$ cat config.mk
export PLATFORM = sky130hd
export DESIGN_NAME = adc_conversion_control
export DESIGN_NICKNAME = d
export VERILOG_FILES = /design/src/design/adc_ctrl_pkg.sv /design/src/design/adc_conversion_control.sv
export SDC_FILE = /design/constraint.sdc
export NUM_CORES = 1
export LEC_CHECK = 0
export ABC_AREA = 0
export ABC_CLOCK_PERIOD_IN_PS = 3900
export CORE_ASPECT_RATIO = 0.6
export CORE_MARGIN = 2
export CORE_UTILIZATION = 35
export CTS_BUF_LIST = sky130_fd_sc_hd__clkbuf_16
export DETAILED_ROUTE_END_ITERATION = 16
export DONT_BUFFER_PORTS = 1
export PLACE_DENSITY = 0.47
export SETUP_SLACK_MARGIN = 0.05
export SLEW_MARGIN = 20
export SYNTH_ARGS = -nofsm -noshare
export SYNTH_HDL_FRONTEND = slang
export SYNTH_SLANG_ARGS = --single-unit
export TNS_END_PERCENT = 1
$ cat constraint.sdc
create_clock -name clk -period 3.9 [get_ports clk]
set_clock_uncertainty 0.2 [all_clocks]
set_input_delay 0.39 -clock clk [delete_from_list [all_inputs] [get_ports clk]]
set_output_delay 0.39 -clock clk [all_outputs]
set_load 0.02 [all_outputs]
$ cat src/design/adc_ctrl_pkg.sv
// Purpose: Shared constants and carrier types of the converter control block.
// Assumes: Byte-wide registers behind a plain strobe port.
// Notes:   Offsets, positions, resets and conversion lengths live here only.
package adc_ctrl_pkg;

    // Register offsets
    localparam logic [2:0] ADDR_INPUT_SELECT = 3'h0;
    localparam logic [2:0] ADDR_CONTROL_A    = 3'h1;
    localparam logic [2:0] ADDR_RESULT_LOW   = 3'h2;
    localparam logic [2:0] ADDR_RESULT_HIGH  = 3'h3;
    localparam logic [2:0] ADDR_CONTROL_B    = 3'h4;

    // Input select fields
    localparam int REF_MSB   = 7;
    localparam int REF_LSB   = 6;
    localparam int ALIGN_BIT = 5;
    localparam int RES_BIT   = 4;
    localparam int CHAN_MSB  = 3;

    // Control A fields
    localparam int EN_BIT    = 7;
    localparam int START_BIT = 6;
    localparam int AUTO_BIT  = 5;
    localparam int FLAG_BIT  = 4;
    localparam int IE_BIT    = 3;
    localparam int DIV_MSB   = 2;

    // Control B fields
    localparam int CMP_BIT   = 6;
    localparam int TSRC_MSB  = 2;

    // Reset values
    localparam logic [7:0] INPUT_SELECT_RST = 8'h00;
    localparam logic [7:0] CONTROL_A_RST    = 8'h00;
    localparam logic [7:0] CONTROL_B_RST    = 8'h00;
    localparam logic [9:0] RESULT_RST       = 10'h000;

    // Conversion lengths in converter clocks (25 and 13)
    localparam logic [4:0] FIRST_CYCLES  = 5'h19;
    localparam logic [4:0] NORMAL_CYCLES = 5'h0D;

    // Codes
    localparam logic [1:0] REF_EXTERNAL   = 2'h0;
    localparam logic [1:0] REF_SUPPLY     = 2'h1;
    localparam logic [1:0] REF_INTERNAL   = 2'h3;
    localparam logic [3:0] CH_LAST_PIN    = 4'h7;
    localparam logic [3:0] CH_BANDGAP     = 4'hE;
    localparam logic [3:0] CH_GROUND      = 4'hF;
    localparam logic [2:0] TRIG_FREE      = 3'h0;
    localparam logic [2:0] DIV_FLOOR_CODE = 3'h1;

    typedef enum logic {ST_IDLE, ST_CONVERT} conv_state_t;

    typedef struct packed {
        logic       wr;
        logic       rd;
        logic [2:0] addr;
        logic [7:0] wdata;
    } reg_req_t;

    typedef struct packed {
        logic       power;
        logic       sampling;
        logic [1:0] reference;
        logic [3:0] channel;
        logic       ref_external;
        logic       ref_supply;
        logic       ref_internal;
        logic       chan_pin;
        logic       chan_bandgap;
        logic       chan_ground;
    } analog_ctrl_t;

endpackage : adc_ctrl_pkg

$ cat src/design/adc_conversion_control.sv
// Purpose: Control, status and result logic of a 10-bit converter.
// Assumes: One clock; core result and trigger flags on the same clock.
// Notes:   Overview of operation below; assertions sit beside the logic.
//
// Overview of operation
// Result is input times 1024 over reference; 0x000 ground, 0x3FF top.
// Reference change during conversion applies only after that conversion completes.
// Reference codes: 00 external pin, 01 supply, 10 reserved, 11 internal.
// Alignment bit one left-aligns; view changes at once, even mid-conversion.
// Bit 4 of input select always reads zero.
// Channels 0-7 pins, 1110 bandgap, 1111 ground, 1000-1101 reserved.
// Channel change during conversion applies only after that conversion completes.
// Enable powers converter; clearing it aborts a running conversion.
// Writing start one starts each single conversion, or first free-run one.
// First conversion after enabling takes 25 converter clocks, later ones 13.
// Start bit reads one while converting; writing zero does nothing.
// With auto-trigger on, each rising trigger edge while idle starts a conversion.
// Completion flag sets when conversion finishes and result is updated; code sets it on every completion, even when the lock blocks the update.
// Flag clears on interrupt acknowledge or when software writes one.
// Interrupt requested while flag, enable and global enable all set.
// Prescaler divides by 2,2,4,8,16,32,64,128 for codes 0 to 7.
// Right: bits 9:8 high, 7:0 low; left: 9:2 high, 1:0 low top.
// After a low byte read, results stay frozen until high byte read.
// Software reads low byte first, unless left-aligned 8-bit use.
// Software avoids read-modify-write on control A to keep pending flags.
// Trigger select used only with auto-trigger; code 000 never triggers.
// Trigger codes: free, comparator, ext int 0, T0 A, T0 ovf, T1 B, T1 ovf, T1 capture.
// Unused result byte bits read zero in both alignments.
// Free running restarts a conversion at each completion while enabled.
`timescale 1ns/100ps

module adc_conversion_control (
    input  wire logic                       clk,
    input  wire logic                       rst,
    input  wire logic                       ce,
    input  wire adc_ctrl_pkg::reg_req_t     bus_req,
    output logic [7:0]                      rd_data,
    input  wire logic [7:0]                 trig_src,
    input  wire logic                       irq_ack,
    input  wire logic                       global_irq_en,
    input  wire logic [9:0]                 core_result,
    output adc_ctrl_pkg::analog_ctrl_t      analog,
    output logic                            cmp_mux_en,
    output logic                            irq_req
);
    import adc_ctrl_pkg::*;

    ////////////////////////////////////////////////////////////////////////
    // State

    logic [1:0]   ref_q;
    logic         align_q;
    logic [3:0]   chan_q;
    logic         en_q;
    logic         auto_q;
    logic         flag_q;
    logic         ie_q;
    logic [2:0]   div_q;
    logic         cmp_q;
    logic [2:0]   tsrc_q;
    logic [9:0]   result_q;
    logic         lock_q;
    conv_state_t  state_q;
    logic         init_q;
    logic [4:0]   cnt_q;
    logic [4:0]   len_q;
    logic [6:0]   pre_q;
    logic         trig_prev_q;
    logic [7:0]   rdata_q;
    logic         irq_q;
    analog_ctrl_t analog_q;
    analog_ctrl_t analog_d;

    ////////////////////////////////////////////////////////////////////////
    // Register decode

    wire       wr_in_sel  = bus_req.wr && bus_req.addr == ADDR_INPUT_SELECT;
    wire       wr_ctl_a   = bus_req.wr && bus_req.addr == ADDR_CONTROL_A;
    wire       wr_ctl_b   = bus_req.wr && bus_req.addr == ADDR_CONTROL_B;
    wire       rd_in_sel  = bus_req.rd && bus_req.addr == ADDR_INPUT_SELECT;
    wire       rd_res_lo  = bus_req.rd && bus_req.addr == ADDR_RESULT_LOW;
    wire       rd_res_hi  = bus_req.rd && bus_req.addr == ADDR_RESULT_HIGH;
    wire [7:0] wd         = bus_req.wdata;

    wire       busy       = state_q == ST_CONVERT;

    // Next values of the software fields
    wire [1:0] ref_d      = wr_in_sel ? wd[REF_MSB:REF_LSB] : ref_q;
    wire [3:0] chan_d     = wr_in_sel ? wd[CHAN_MSB:0] : chan_q;
    wire       en_d       = wr_ctl_a ? wd[EN_BIT] : en_q;

    ////////////////////////////////////////////////////////////////////////
    // Converter clock prescaler

    // Division factor select
    wire [7:0] div_full   = 8'h01 << div_q;
    wire [6:0] div_m1     = (div_q <= DIV_FLOOR_CODE) ? 7'h01 : 7'(div_full - 8'h01);
    wire       tick       = en_q && pre_q == div_m1;
    wire [6:0] pre_d      = (!en_q || tick) ? 7'h00 : 7'(pre_q + 7'h01);

    ////////////////////////////////////////////////////////////////////////
    // Trigger and start

    // Source index equals trigger code
    wire       trig_sel   = trig_src[tsrc_q];
    // Rising edge trigger
    // Free-run code masked
    wire       trig_edge  = auto_q && tsrc_q != TRIG_FREE && trig_sel && !trig_prev_q;

    // Software start
    // Zero writes ignored
    wire       sw_start   = wr_ctl_a && wd[START_BIT];
    wire       done       = busy && tick && cnt_q == 5'(len_q - 5'h01);
    // Free-running restart
    wire       free_next  = done && auto_q && tsrc_q == TRIG_FREE && en_d;
    wire       start      = (!busy && en_d && (sw_start || trig_edge)) || free_next;

    // Enable clear aborts
    wire       idle_next  = !en_d || (done && !start);
    conv_state_t state_d;
    assign state_d = idle_next ? ST_IDLE : (start ? ST_CONVERT : state_q);

    // First or normal length
    wire [4:0] len_d      = start ? ((init_q || !en_q) ? FIRST_CYCLES : NORMAL_CYCLES) : len_q;
    wire [4:0] cnt_d      = start ? 5'h00 : ((busy && tick) ? 5'(cnt_q + 5'h01) : cnt_q);
    wire       init_d     = !en_d ? 1'b1 : (start ? 1'b0 : init_q);

    ////////////////////////////////////////////////////////////////////////
    // Result, lock and flag

    // Lock between byte reads
    wire       upd        = done && !lock_q;
    wire       lock_d     = rd_res_hi ? 1'b0 : (rd_res_lo ? 1'b1 : lock_q);
    // Core code captured as is
    wire [9:0] result_d   = upd ? core_result : result_q;

    // Set on completion
    // Acknowledge or write-one clear
    wire       flag_clr   = irq_ack || (wr_ctl_a && wd[FLAG_BIT]);
    wire       flag_d     = done ? 1'b1 : (flag_clr ? 1'b0 : flag_q);

    // Interrupt request gate
    wire       irq_d      = flag_q && ie_q && global_irq_en;

    ////////////////////////////////////////////////////////////////////////
    // Read view

    // Alignment placement
    // Unused bits zero
    // Alignment acts at once
    wire [7:0] res_hi     = align_q ? result_q[9:2] : {6'h00, result_q[9:8]};
    wire [7:0] res_lo     = align_q ? {result_q[1:0], 6'h00} : result_q[7:0];
    // Reserved bit zero
    wire [7:0] in_sel_rd  = {ref_q, align_q, 1'b0, chan_q};
    wire [7:0] ctl_a_rd   = {en_q, busy, auto_q, flag_q, ie_q, div_q};
    wire [7:0] ctl_b_rd   = {1'b0, cmp_q, 3'h0, tsrc_q};

    wire [7:0] rd_mux     = (bus_req.addr == ADDR_INPUT_SELECT) ? in_sel_rd :
                            (bus_req.addr == ADDR_CONTROL_A)    ? ctl_a_rd  :
                            (bus_req.addr == ADDR_RESULT_LOW)   ? res_lo    :
                            (bus_req.addr == ADDR_RESULT_HIGH)  ? res_hi    :
                            (bus_req.addr == ADDR_CONTROL_B)    ? ctl_b_rd  :
                            8'h00;
    wire [7:0] rdata_d    = bus_req.rd ? rd_mux : 8'h00;

    ////////////////////////////////////////////////////////////////////////
    // Analog selection

    // Reference held while busy
    // Channel held while busy
    wire       apply      = !busy || done || !en_d;

    always_comb begin
        analog_d              = analog_q;
        analog_d.power        = en_d;
        analog_d.sampling     = state_d == ST_CONVERT;
        if (apply) begin
            analog_d.reference = ref_d;
            analog_d.channel   = chan_d;
        end
        // Reference decode
        analog_d.ref_external = analog_d.reference == REF_EXTERNAL;
        analog_d.ref_supply   = analog_d.reference == REF_SUPPLY;
        analog_d.ref_internal = analog_d.reference == REF_INTERNAL;
        // Channel decode
        analog_d.chan_pin     = analog_d.channel <= CH_LAST_PIN;
        analog_d.chan_bandgap = analog_d.channel == CH_BANDGAP;
        analog_d.chan_ground  = analog_d.channel == CH_GROUND;
    end

    ////////////////////////////////////////////////////////////////////////
    // Software registers

    always_ff @(posedge clk or posedge rst) begin
        if (rst) begin
            ref_q   <= INPUT_SELECT_RST[REF_MSB:REF_LSB];
            align_q <= INPUT_SELECT_RST[ALIGN_BIT];
            chan_q  <= INPUT_SELECT_RST[CHAN_MSB:0];
        end else if (ce) begin
            ref_q   <= ref_d;
            chan_q  <= chan_d;
            if (wr_in_sel) begin
                align_q <= wd[ALIGN_BIT];
            end
        end
    end

    always_ff @(posedge clk or posedge rst) begin
        if (rst) begin
            en_q   <= CONTROL_A_RST[EN_BIT];
            auto_q <= CONTROL_A_RST[AUTO_BIT];
            ie_q   <= CONTROL_A_RST[IE_BIT];
            div_q  <= CONTROL_A_RST[DIV_MSB:0];
            flag_q <= CONTROL_A_RST[FLAG_BIT];
        end else if (ce) begin
            en_q   <= en_d;
            flag_q <= flag_d;
            if (wr_ctl_a) begin
                auto_q <= wd[AUTO_BIT];
                ie_q   <= wd[IE_BIT];
                div_q  <= wd[DIV_MSB:0];
            end
        end
    end

    always_ff @(posedge clk or posedge rst) begin
        if (rst) begin
            cmp_q  <= CONTROL_B_RST[CMP_BIT];
            tsrc_q <= CONTROL_B_RST[TSRC_MSB:0];
        end else if (ce && wr_ctl_b) begin
            cmp_q  <= wd[CMP_BIT];
            tsrc_q <= wd[TSRC_MSB:0];
        end
    end

    ////////////////////////////////////////////////////////////////////////
    // Conversion sequencer

    always_ff @(posedge clk or posedge rst) begin
        if (rst) begin
            state_q     <= ST_IDLE;
            init_q      <= 1'b1;
            cnt_q       <= 5'h00;
            len_q       <= NORMAL_CYCLES;
            pre_q       <= 7'h00;
            trig_prev_q <= 1'b0;
        end else if (ce) begin
            state_q     <= state_d;
            init_q      <= init_d;
            cnt_q       <= cnt_d;
            len_q       <= len_d;
            pre_q       <= pre_d;
            trig_prev_q <= trig_sel;
        end
    end

    always_ff @(posedge clk or posedge rst) begin
        if (rst) begin
            result_q <= RESULT_RST;
            lock_q   <= 1'b0;
            rdata_q  <= 8'h00;
            irq_q    <= 1'b0;
            analog_q <= '0;
        end else if (ce) begin
            result_q <= result_d;
            lock_q   <= lock_d;
            rdata_q  <= rdata_d;
            irq_q    <= irq_d;
            analog_q <= analog_d;
        end
    end

    assign rd_data    = rdata_q;
    assign analog     = analog_q;
    assign cmp_mux_en = cmp_q;
    assign irq_req    = irq_q;

    ////////////////////////////////////////////////////////////////////////
    // Assertions

    // Start reads busy
    property p_start_reads_busy;
        @(posedge clk) disable iff (rst)
        ce && bus_req.rd && bus_req.addr == ADDR_CONTROL_A
        |=> rd_data[START_BIT] == $past(busy);
    endproperty
    a_start_reads_busy: assert property (p_start_reads_busy)
        else $error("start bit does not mirror busy");

    // Reserved bit zero
    property p_reserved_zero;
        @(posedge clk) disable iff (rst)
        ce && rd_in_sel |=> rd_data[RES_BIT] == 1'b0;
    endproperty
    a_reserved_zero: assert property (p_reserved_zero)
        else $error("reserved select bit read as one");

    // Flag on completion
    property p_flag_set;
        @(posedge clk) disable iff (rst)
        ce && done |=> flag_q;
    endproperty
    a_flag_set: assert property (p_flag_set)
        else $error("flag not set after completion");

    // Write-one clears flag
    property p_flag_clear;
        @(posedge clk) disable iff (rst)
        ce && !done && wr_ctl_a && wd[FLAG_BIT] |=> !flag_q;
    endproperty
    a_flag_clear: assert property (p_flag_clear)
        else $error("flag survived a write of one");

    // Interrupt gating
    property p_irq_gate;
        @(posedge clk) disable iff (rst)
        ce |=> irq_req == ($past(flag_q) && $past(ie_q) && $past(global_irq_en));
    endproperty
    a_irq_gate: assert property (p_irq_gate)
        else $error("interrupt request mismatch");

    // Disable aborts
    property p_abort;
        @(posedge clk) disable iff (rst)
        ce && wr_ctl_a && !wd[EN_BIT] |=> !busy && !analog.sampling;
    endproperty
    a_abort: assert property (p_abort)
        else $error("conversion survived disable");

    // Conversion length
    property p_length;
        @(posedge clk) disable iff (rst)
        ce && start |=> cnt_q == 5'h00 &&
            len_q == (($past(init_q) || !$past(en_q)) ? FIRST_CYCLES : NORMAL_CYCLES);
    endproperty
    a_length: assert property (p_length)
        else $error("wrong conversion length");

    // Locked result
    property p_lock_hold;
        @(posedge clk) disable iff (rst)
        ce && done && lock_q |=> $stable(result_q);
    endproperty
    a_lock_hold: assert property (p_lock_hold)
        else $error("locked result was updated");

    // Reference deferred
    property p_ref_hold;
        @(posedge clk) disable iff (rst)
        ce && busy && !done && en_d |=> $stable(analog.reference);
    endproperty
    a_ref_hold: assert property (p_ref_hold)
        else $error("reference changed mid-conversion");

    // Channel deferred
    property p_chan_hold;
        @(posedge clk) disable iff (rst)
        ce && busy && !done && en_d |=> $stable(analog.channel);
    endproperty
    a_chan_hold: assert property (p_chan_hold)
        else $error("channel changed mid-conversion");

    // Free-run code silent
    property p_free_no_trig;
        @(posedge clk) disable iff (rst)
        ce && !busy && auto_q && tsrc_q == TRIG_FREE && !sw_start |=> !busy;
    endproperty
    a_free_no_trig: assert property (p_free_no_trig)
        else $error("free-run code produced a trigger");

    // Free-run restart
    property p_free_restart;
        @(posedge clk) disable iff (rst)
        ce && done && auto_q && tsrc_q == TRIG_FREE && en_d
        |=> busy && cnt_q == 5'h00 && len_q == NORMAL_CYCLES;
    endproperty
    a_free_restart: assert property (p_free_restart)
        else $error("free running did not restart");

endmodule : adc_conversion_control

==> reports/qor.csv, run 1 <==
metric;value;unit
Core Region;10670;um2
Final Util;41.36;%
CP Buf/Inv Count;1;
post-route minimum period;3643;ps
clk buf depth;2;
Starting Density;36.27;%
Mapped Area;3869;um2
1st-iter DRT viols;198;
worst-path cell chain;or3_1 > ha_1 > xnor2_1 > mux2_4 > a2111o_1 > a211o_1 > nor3b_2 > buf_4 > mux2_4;
GRT overflow;0;
slew margin rel.;37.06;%
CP Depth;9;
CTS tree;built;
DR vias/cell;5.614;
maximum clock frequency;274.5;MHz
R2R setup slack;260;ps
placed cells;514;
VDD IR max;0.2649;mV
layout cells sized above 1;16.46;%
hold crit path type;input pin to flop;
CP top delay family;compound AO/OA/AOI/OAI gates;
cell mode on critical path;mux2_4;
Worst-path clk slew;60;ps
Final Hold Slack;9.689;ps
Synth-to-Final Area Change;14.04;%
CP max-delay cell;dfrtp_1;
Worst setup EP type;flop;
Crit path largest cell delay;520;ps
Diodes inserted;0;
GRT Util Overall;19.44;%
ys flop type;dfrtp_1;
largest net degree at the start of global routing;45;
sequential area share after synthesis;43.40;%
Power Total;2.474;mW
Worst R2R Start;div_q[2];
fin. max-slew vios;0;
GPL Wtd Cong;0.8261;
global-route wire length before repair;17910;um
initial antenna violation count;0;
clock share of power;31.7;%
Sink Count;67;
register share of total power;45.7;%
FF-to-FF path depth;9;
Fillers;1051;
Synth cell types;68;
static leakage;1.834;nW
proportion of power drawn by combinational gates;22.6;%
H-tree Lvls;3;
Routed WL;10820;um
CP max FO;14;
I/O Pins;60;
Async S/R FF share, synth;100.0;%
worst skew pair latency;330;ps
hold path startpoint;bus_req[2];
status;complete, no violations;
Internal;1.596;mW
drc violations;0;
CP startpoint kind;flop;
Max Cap Viol;0;
power per cell area;560.9;nW/um2
antenna viol nets, final;0;
Die Wd;139.7;um
number of port buffers;0;
switching power;878.2;uW
RSZ-0062 raised after global routing;no;
clock buffer count from CTS;9;
routed length per placed instance;19.81;um
vias;3065;
critical path class;flop to flop;
Seq cells post-synth;67;
die area;11940;um2
hold path endpoint;div_q[2];
WP data required;3920;ps
syn nets;435;
Tightest Pin Transition;941.1;ps
Final nets;442;
Rows;29;
Detail Placement HPWL;7684;um
1st-pass router iterations;4;
arrival time at the worst endpoint;3660;ps
Finish-stage setup viols;0;
vias in the first global route;3131;
fin crit share;93.42;%
Hold Path Cell Cnt;1;
worst r2r dst;result_q[8];
average size of a mapped cell;9.794;um2
final non-filler cell total;546;
setup_tns;0;ps
Synth Warn #;0;
Die Y;85.44;um
root buffer cell;clkbuf_16;
Mapped Cells;395;
Post-CTS Setup Inserts;0;
switch share;35.49;%
number of synthesized flops with an enable pin;0;
Final Hold Fails;0;
[stage by stage]
| stage | setup slack (ps) | instance area [um2] |
|---|---|---|
| after floorplan | 519.4 | 3869 |
| after CTS | 260.4 | 4407 |
| after detailed placement | 278.6 | 3961 |
| after global routing | 58.00 | 4412 |
| final | 256.6 | 4412 |
| after global placement | 374.2 | 3961 |
[layout make-up]
class | instances | area [um2] | area share [%]
Sequential cell | 67 | 1679 | 38.06
Multi-Input combinational cell | 274 | 1963 | 44.50
Inverter | 28 | 105.1 | 2.382
Timing Repair Buffer | 22 | 205.2 | 4.651
Clock inverter | 7 | 60.06 | 1.361
Clock buffer | 9 | 225.2 | 5.105
Tap cell | 139 | 173.9 | 3.942
[state kept, by name (all words and copies together), names as in the netlist]
register     cells
cmp_mux_en       1
tsrc_q           3
result_q        10
ie_q             1
cnt_q            5
trig_prev_q      1
rd_data          8
irq_req          1
auto_q           1
analog          14
len_q            2
div_q            3
align_q          1
lock_q           1
ref_q            2
flag_q           1
chan_q           4
pre_q            7
init_q           1
[Yosys cell counts (2+ instances only)]
| cell | count | area (um2) |
|---|---|---|
| inv_1 | 28 | 105.1 |
| or4b_2 | 2 | 20.02 |
| a211oi_1 | 3 | 22.52 |
| buf_4 | 2 | 15.01 |
| dfrtp_1 | 65 | 1627 |
| mux4_2 | 2 | 45.04 |
| nor2b_1 | 4 | 25.02 |
| nand2b_1 | 7 | 43.79 |
| buf_2 | 5 | 25.02 |
| nor4_1 | 4 | 25.02 |
| buf_1 | 2 | 7.510 |
| or3_1 | 2 | 12.51 |
| dfstp_2 | 2 | 52.55 |
| a31oi_1 | 2 | 12.51 |
| o41a_1 | 2 | 22.52 |
| mux2_4 | 11 | 165.2 |
| xnor2_1 | 6 | 52.55 |
| o211ai_1 | 3 | 22.52 |
| nor3b_1 | 2 | 15.01 |
| a311oi_1 | 2 | 17.52 |
| nand4_1 | 7 | 43.79 |
| mux2i_1 | 11 | 110.1 |
| o31ai_1 | 4 | 30.03 |
| o22ai_1 | 11 | 68.82 |
| ha_1 | 4 | 50.05 |
| buf_6 | 2 | 22.52 |
| nor3_1 | 12 | 60.06 |
| nor2_1 | 19 | 71.32 |
| clkbuf_1 | 15 | 56.30 |
| nand3_1 | 12 | 60.06 |
| a21oi_1 | 23 | 115.1 |
| a2111oi_0 | 2 | 17.52 |
| xor2_1 | 4 | 35.03 |
| nand3b_1 | 2 | 15.01 |
| nor4b_1 | 4 | 35.03 |
| o2bb2ai_1 | 2 | 17.52 |
| or2_2 | 2 | 12.51 |
| nand2_1 | 39 | 146.4 |
| o2111ai_1 | 3 | 26.28 |
| o21ai_0 | 15 | 75.07 |
| mux2_2 | 19 | 214.0 |
[worst max-delay path by stage]
stage	end	startpoint	slack, ps
6_report	result_q[8]	div_q[2]	260
5_1_grt	result_q[1]	div_q[2]	60
4_1_cts	result_q[8]	div_q[2]	260
3_5_place_dp	result_q[8]	div_q[2]	280
3_3_place_gp	result_q[2]	div_q[2]	370
2_1_floorplan	result_q[0]	div_q[2]	520
[cell families after synthesis]
group                    after synthesis  share of synthesized area [%]
multiplexers                          43                          13.81
flip-flops                            67                          43.40
XOR/XNOR                              10                          2.264
buffers and inverters                 54                          5.983
AND/OR/NAND/NOR                      124                          16.49
AO/OA/AOI/OAI                         93                          16.75
adder cells (fa/ha/maj)                4                          1.294
[what timing repair did]
item,CTS,global route
hold buffers,16,0
setup endpoints to repair,0,0
hold endpoints to repair,58,0
gates resized for setup,0,0
[per-layer routing]
layer  part of all wire [%]  up-vias  global-route usage (%)
met4                    1.1        0                   4.545
li1                       -     1457                       -
met3                    9.3       12                   7.619
met5                      0        -                       0
met2                     37       95                   25.10
met1                     52     1501                   29.85
[power groups by stage]
| stage | registers (mW) | logic [mW] | clock network [mW] |
|---|---|---|---|
| after CTS | 1.13 | 0.561 | 0.805 |
| final | 1.13 | 0.560 | 0.784 |
| after detailed placement | 1.14 | 0.539 | 0 |
| after floorplan | 1.03 | 0.509 | 0 |
| after global routing | 1.16 | 0.639 | 0.840 |
| after global placement | 1.13 | 0.533 | 0 |
[cell usage in the layout (no fill, tap or decap), types with 12 or more instances in the layout]
cell            n
a21oi_1        23
nor2_1         19
mux2_2         19
o21ai_0        15
inv_1          28
nand2_1        39
dfrtp_1        65
dlygate4sd3_1  16
nand3_1        12
Power figures use the tool's default switching activity.
==> inputs of run 2 (changes only) <==
Settings changed: CTS_BUF_LIST sky130_fd_sc_hd__clkbuf_16 to unset.
==> reports/qor.csv, run 2 (same netlist as run 1, synthesis figures left out) <==
metric;value;unit;change
vias;3065;;unchanged
Tightest Pin Transition;937.4;ps;-3.671 ps
WP data required;3920;ps;about the same
Final nets;442;;unchanged
CTS tree;built;;
Synth-to-Final Area Change;14.29;%;
antenna viol nets, final;0;;unchanged
arrival time at the worst endpoint;3650;ps;about the same
fin crit share;93.31;%;-0.11 points
post-route cell area;4422;um2;+0.23%
root buffer cell;clkbuf_16;;
VDD IR max;0.2653;mV;+0.13%
status;complete, no violations;;
Final Hold Fails;0;;unchanged
crit path from;div_q[2];;
FF-to-FF path depth;9;;unchanged
CP top delay family;compound AO/OA/AOI/OAI gates;;
final non-filler cell total;546;;unchanged
Core Region;10670;um2;unchanged
worst r2r dst;result_q[8];;
setup_tns;0;ps;unchanged
clock buffer count from CTS;9;;unchanged
CP max FO;14;;unchanged
Finish-stage setup viols;0;;unchanged
Worst setup EP type;flop;;
vias in the first global route;3134;;+0.096%
Rows;29;;unchanged
die area;11940;um2;unchanged
hold crit path type;input pin to flop;;
Top Usage Layer GRT;met1;;
GRT met1 Usage;29.78;%;-0.071 points
Final Util;41.45;%;+0.094 points
global-route wire length before repair;17910;um;unchanged
initial antenna violation count;0;;unchanged
Die Wd;139.7;um;unchanged
slew margin rel.;37.30;%;+0.25 points
RSZ-0062 raised after global routing;no;;
Routed WL;10830;um;+0.16%
layout cells sized above 1;16.71;%;+0.25 points
R2R setup slack;260;ps;about the same
Starting Density;36.27;%;unchanged
power per cell area;565.6;nW/um2;+0.84%
static leakage;1.835;nW;about the same
Worst R2R Start;div_q[2];;
Worst-path clk slew;60;ps;about the same
GPL Wtd Cong;0.8261;;unchanged
post-route minimum period;3639;ps;-4.342 ps
Diodes inserted;0;;unchanged
1st-iter DRT viols;185;;-6.6%
Detail Placement HPWL;7684;um;unchanged
placed cells;514;;unchanged
Largest register FFs;14;;unchanged
post-cts sizing count;0;;unchanged
commonest non-fill, non-tap cell in the layout;dfrtp_1;;
CP startpoint kind;flop;;
hold path startpoint;bus_req[2];;
critical path class;flop to flop;;
DR vias/cell;5.614;;unchanged
Hold Buf Count CTS;16;;unchanged
maximum clock frequency;274.8;MHz;+0.12%
largest net degree at the start of global routing;45;;unchanged
CP Buf/Inv Count;1;;unchanged
drc violations;0;;unchanged
GRT Util Overall;19.44;%;unchanged
1st-pass router iterations;4;;unchanged
CP Capture Point;result_q[8];;
cell mode on critical path;mux2_4;;
routed length per placed instance;19.84;um;+0.16%
Max Cap Viol;0;;unchanged
Post-CTS Setup Inserts;0;;unchanged
worst-path cell chain;or3_1 > ha_1 > xnor2_1 > mux2_4 > a2111o_1 > a211o_1 > nor3b_2 > buf_4 > mux2_4;;
fin. max-slew vios;0;;unchanged
I/O Pins;60;;unchanged
worst skew pair latency;330;ps;about the same
Sink Count;67;;unchanged
CP max-delay cell;dfrtp_1;;
commonest cells after routing, fill and taps aside;65 x dfrtp_1, 39 x nand2_1, 27 x inv_1;;
Crit path largest cell delay;520;ps;about the same
Die Y;85.44;um;unchanged
CP Depth;9;;unchanged
H-tree Lvls;3;;unchanged
GR Util met2;25.10;%;unchanged
post-place instance area;3961;um2;unchanged
M3 GR Usage;7.731;%;+0.11 points
number of port buffers;0;;unchanged
Fillers;1051;;unchanged
GRT overflow;0;;unchanged
clk buf depth;2;;unchanged
-- run 2: changes by cell type in the layout (fill, tap and decap cells not counted), sizes merged --
| cell | change |
|---|---|
| inv | -1 |
| clkinv | -1 |
| clkbuf | +2 |
-- run 2: power by group --
| part | internal, mW | switching [mW] |
|---|---|---|
| sequential | 0.846 | 0.283 |
| combinational | 0.263 | 0.298 |
| clock | 0.509 | 0.301 |
-- run 2: cell type report --
cell class                      instances  area, um2  share of cell area (%)
Clock inverter                          5      52.55                   1.188
Timing Repair Buffer                   22      205.2                   4.641
Multi-Input combinational cell        274       1963                   44.40
Inverter                               28      105.1                   2.377
Clock buffer                           11      242.7                   5.490
Sequential cell                        67       1679                   37.97
Tap cell                              139      173.9                   3.933
-- run 2: worst register-to-register path: cells and delay by family, from the launching register on --
kind	cells	cell delay (ps)
flip-flops	1	520
adder cells (fa/ha/maj)	1	260
AO/OA/AOI/OAI	2	830
AND/OR/NAND/NOR	2	610
buffers and inverters	1	250
XOR/XNOR	1	210
multiplexers	2	650
-- run 2: how the worst min path moves through the flow --
| stage | cells past startpoint | end | slack, ps |
|---|---|---|---|
| after floorplan | 2 | len_q[2] | 250 |
| after global placement | 1 | rd_data[5] | 150 |
| after detailed placement | 1 | irq_req | 150 |
| after CTS | 1 | chan_q[1] | 0.2 |
| after global routing | 1 | result_q[8] | 1 |
| final | 1 | div_q[2] | 10 |
-- run 2: routing by layer --
metal,vias to the layer above,routed length [um]
met2,99,4074
met3,11,939
met1,1502,5696
met4,0,124
li1,1453,-
met5,-,0
-- run 2: through the flow --
step                power (mW)  hold WS (ps)  setup slack [ps]
floorplan                1.539         246.4             519.4
global route             2.665         1.172             58.00
finish                   2.501         9.714             260.9
detailed placement       1.678         147.3             278.6
CTS                      2.519        0.1725             260.4
global placement         1.667         152.1             374.2
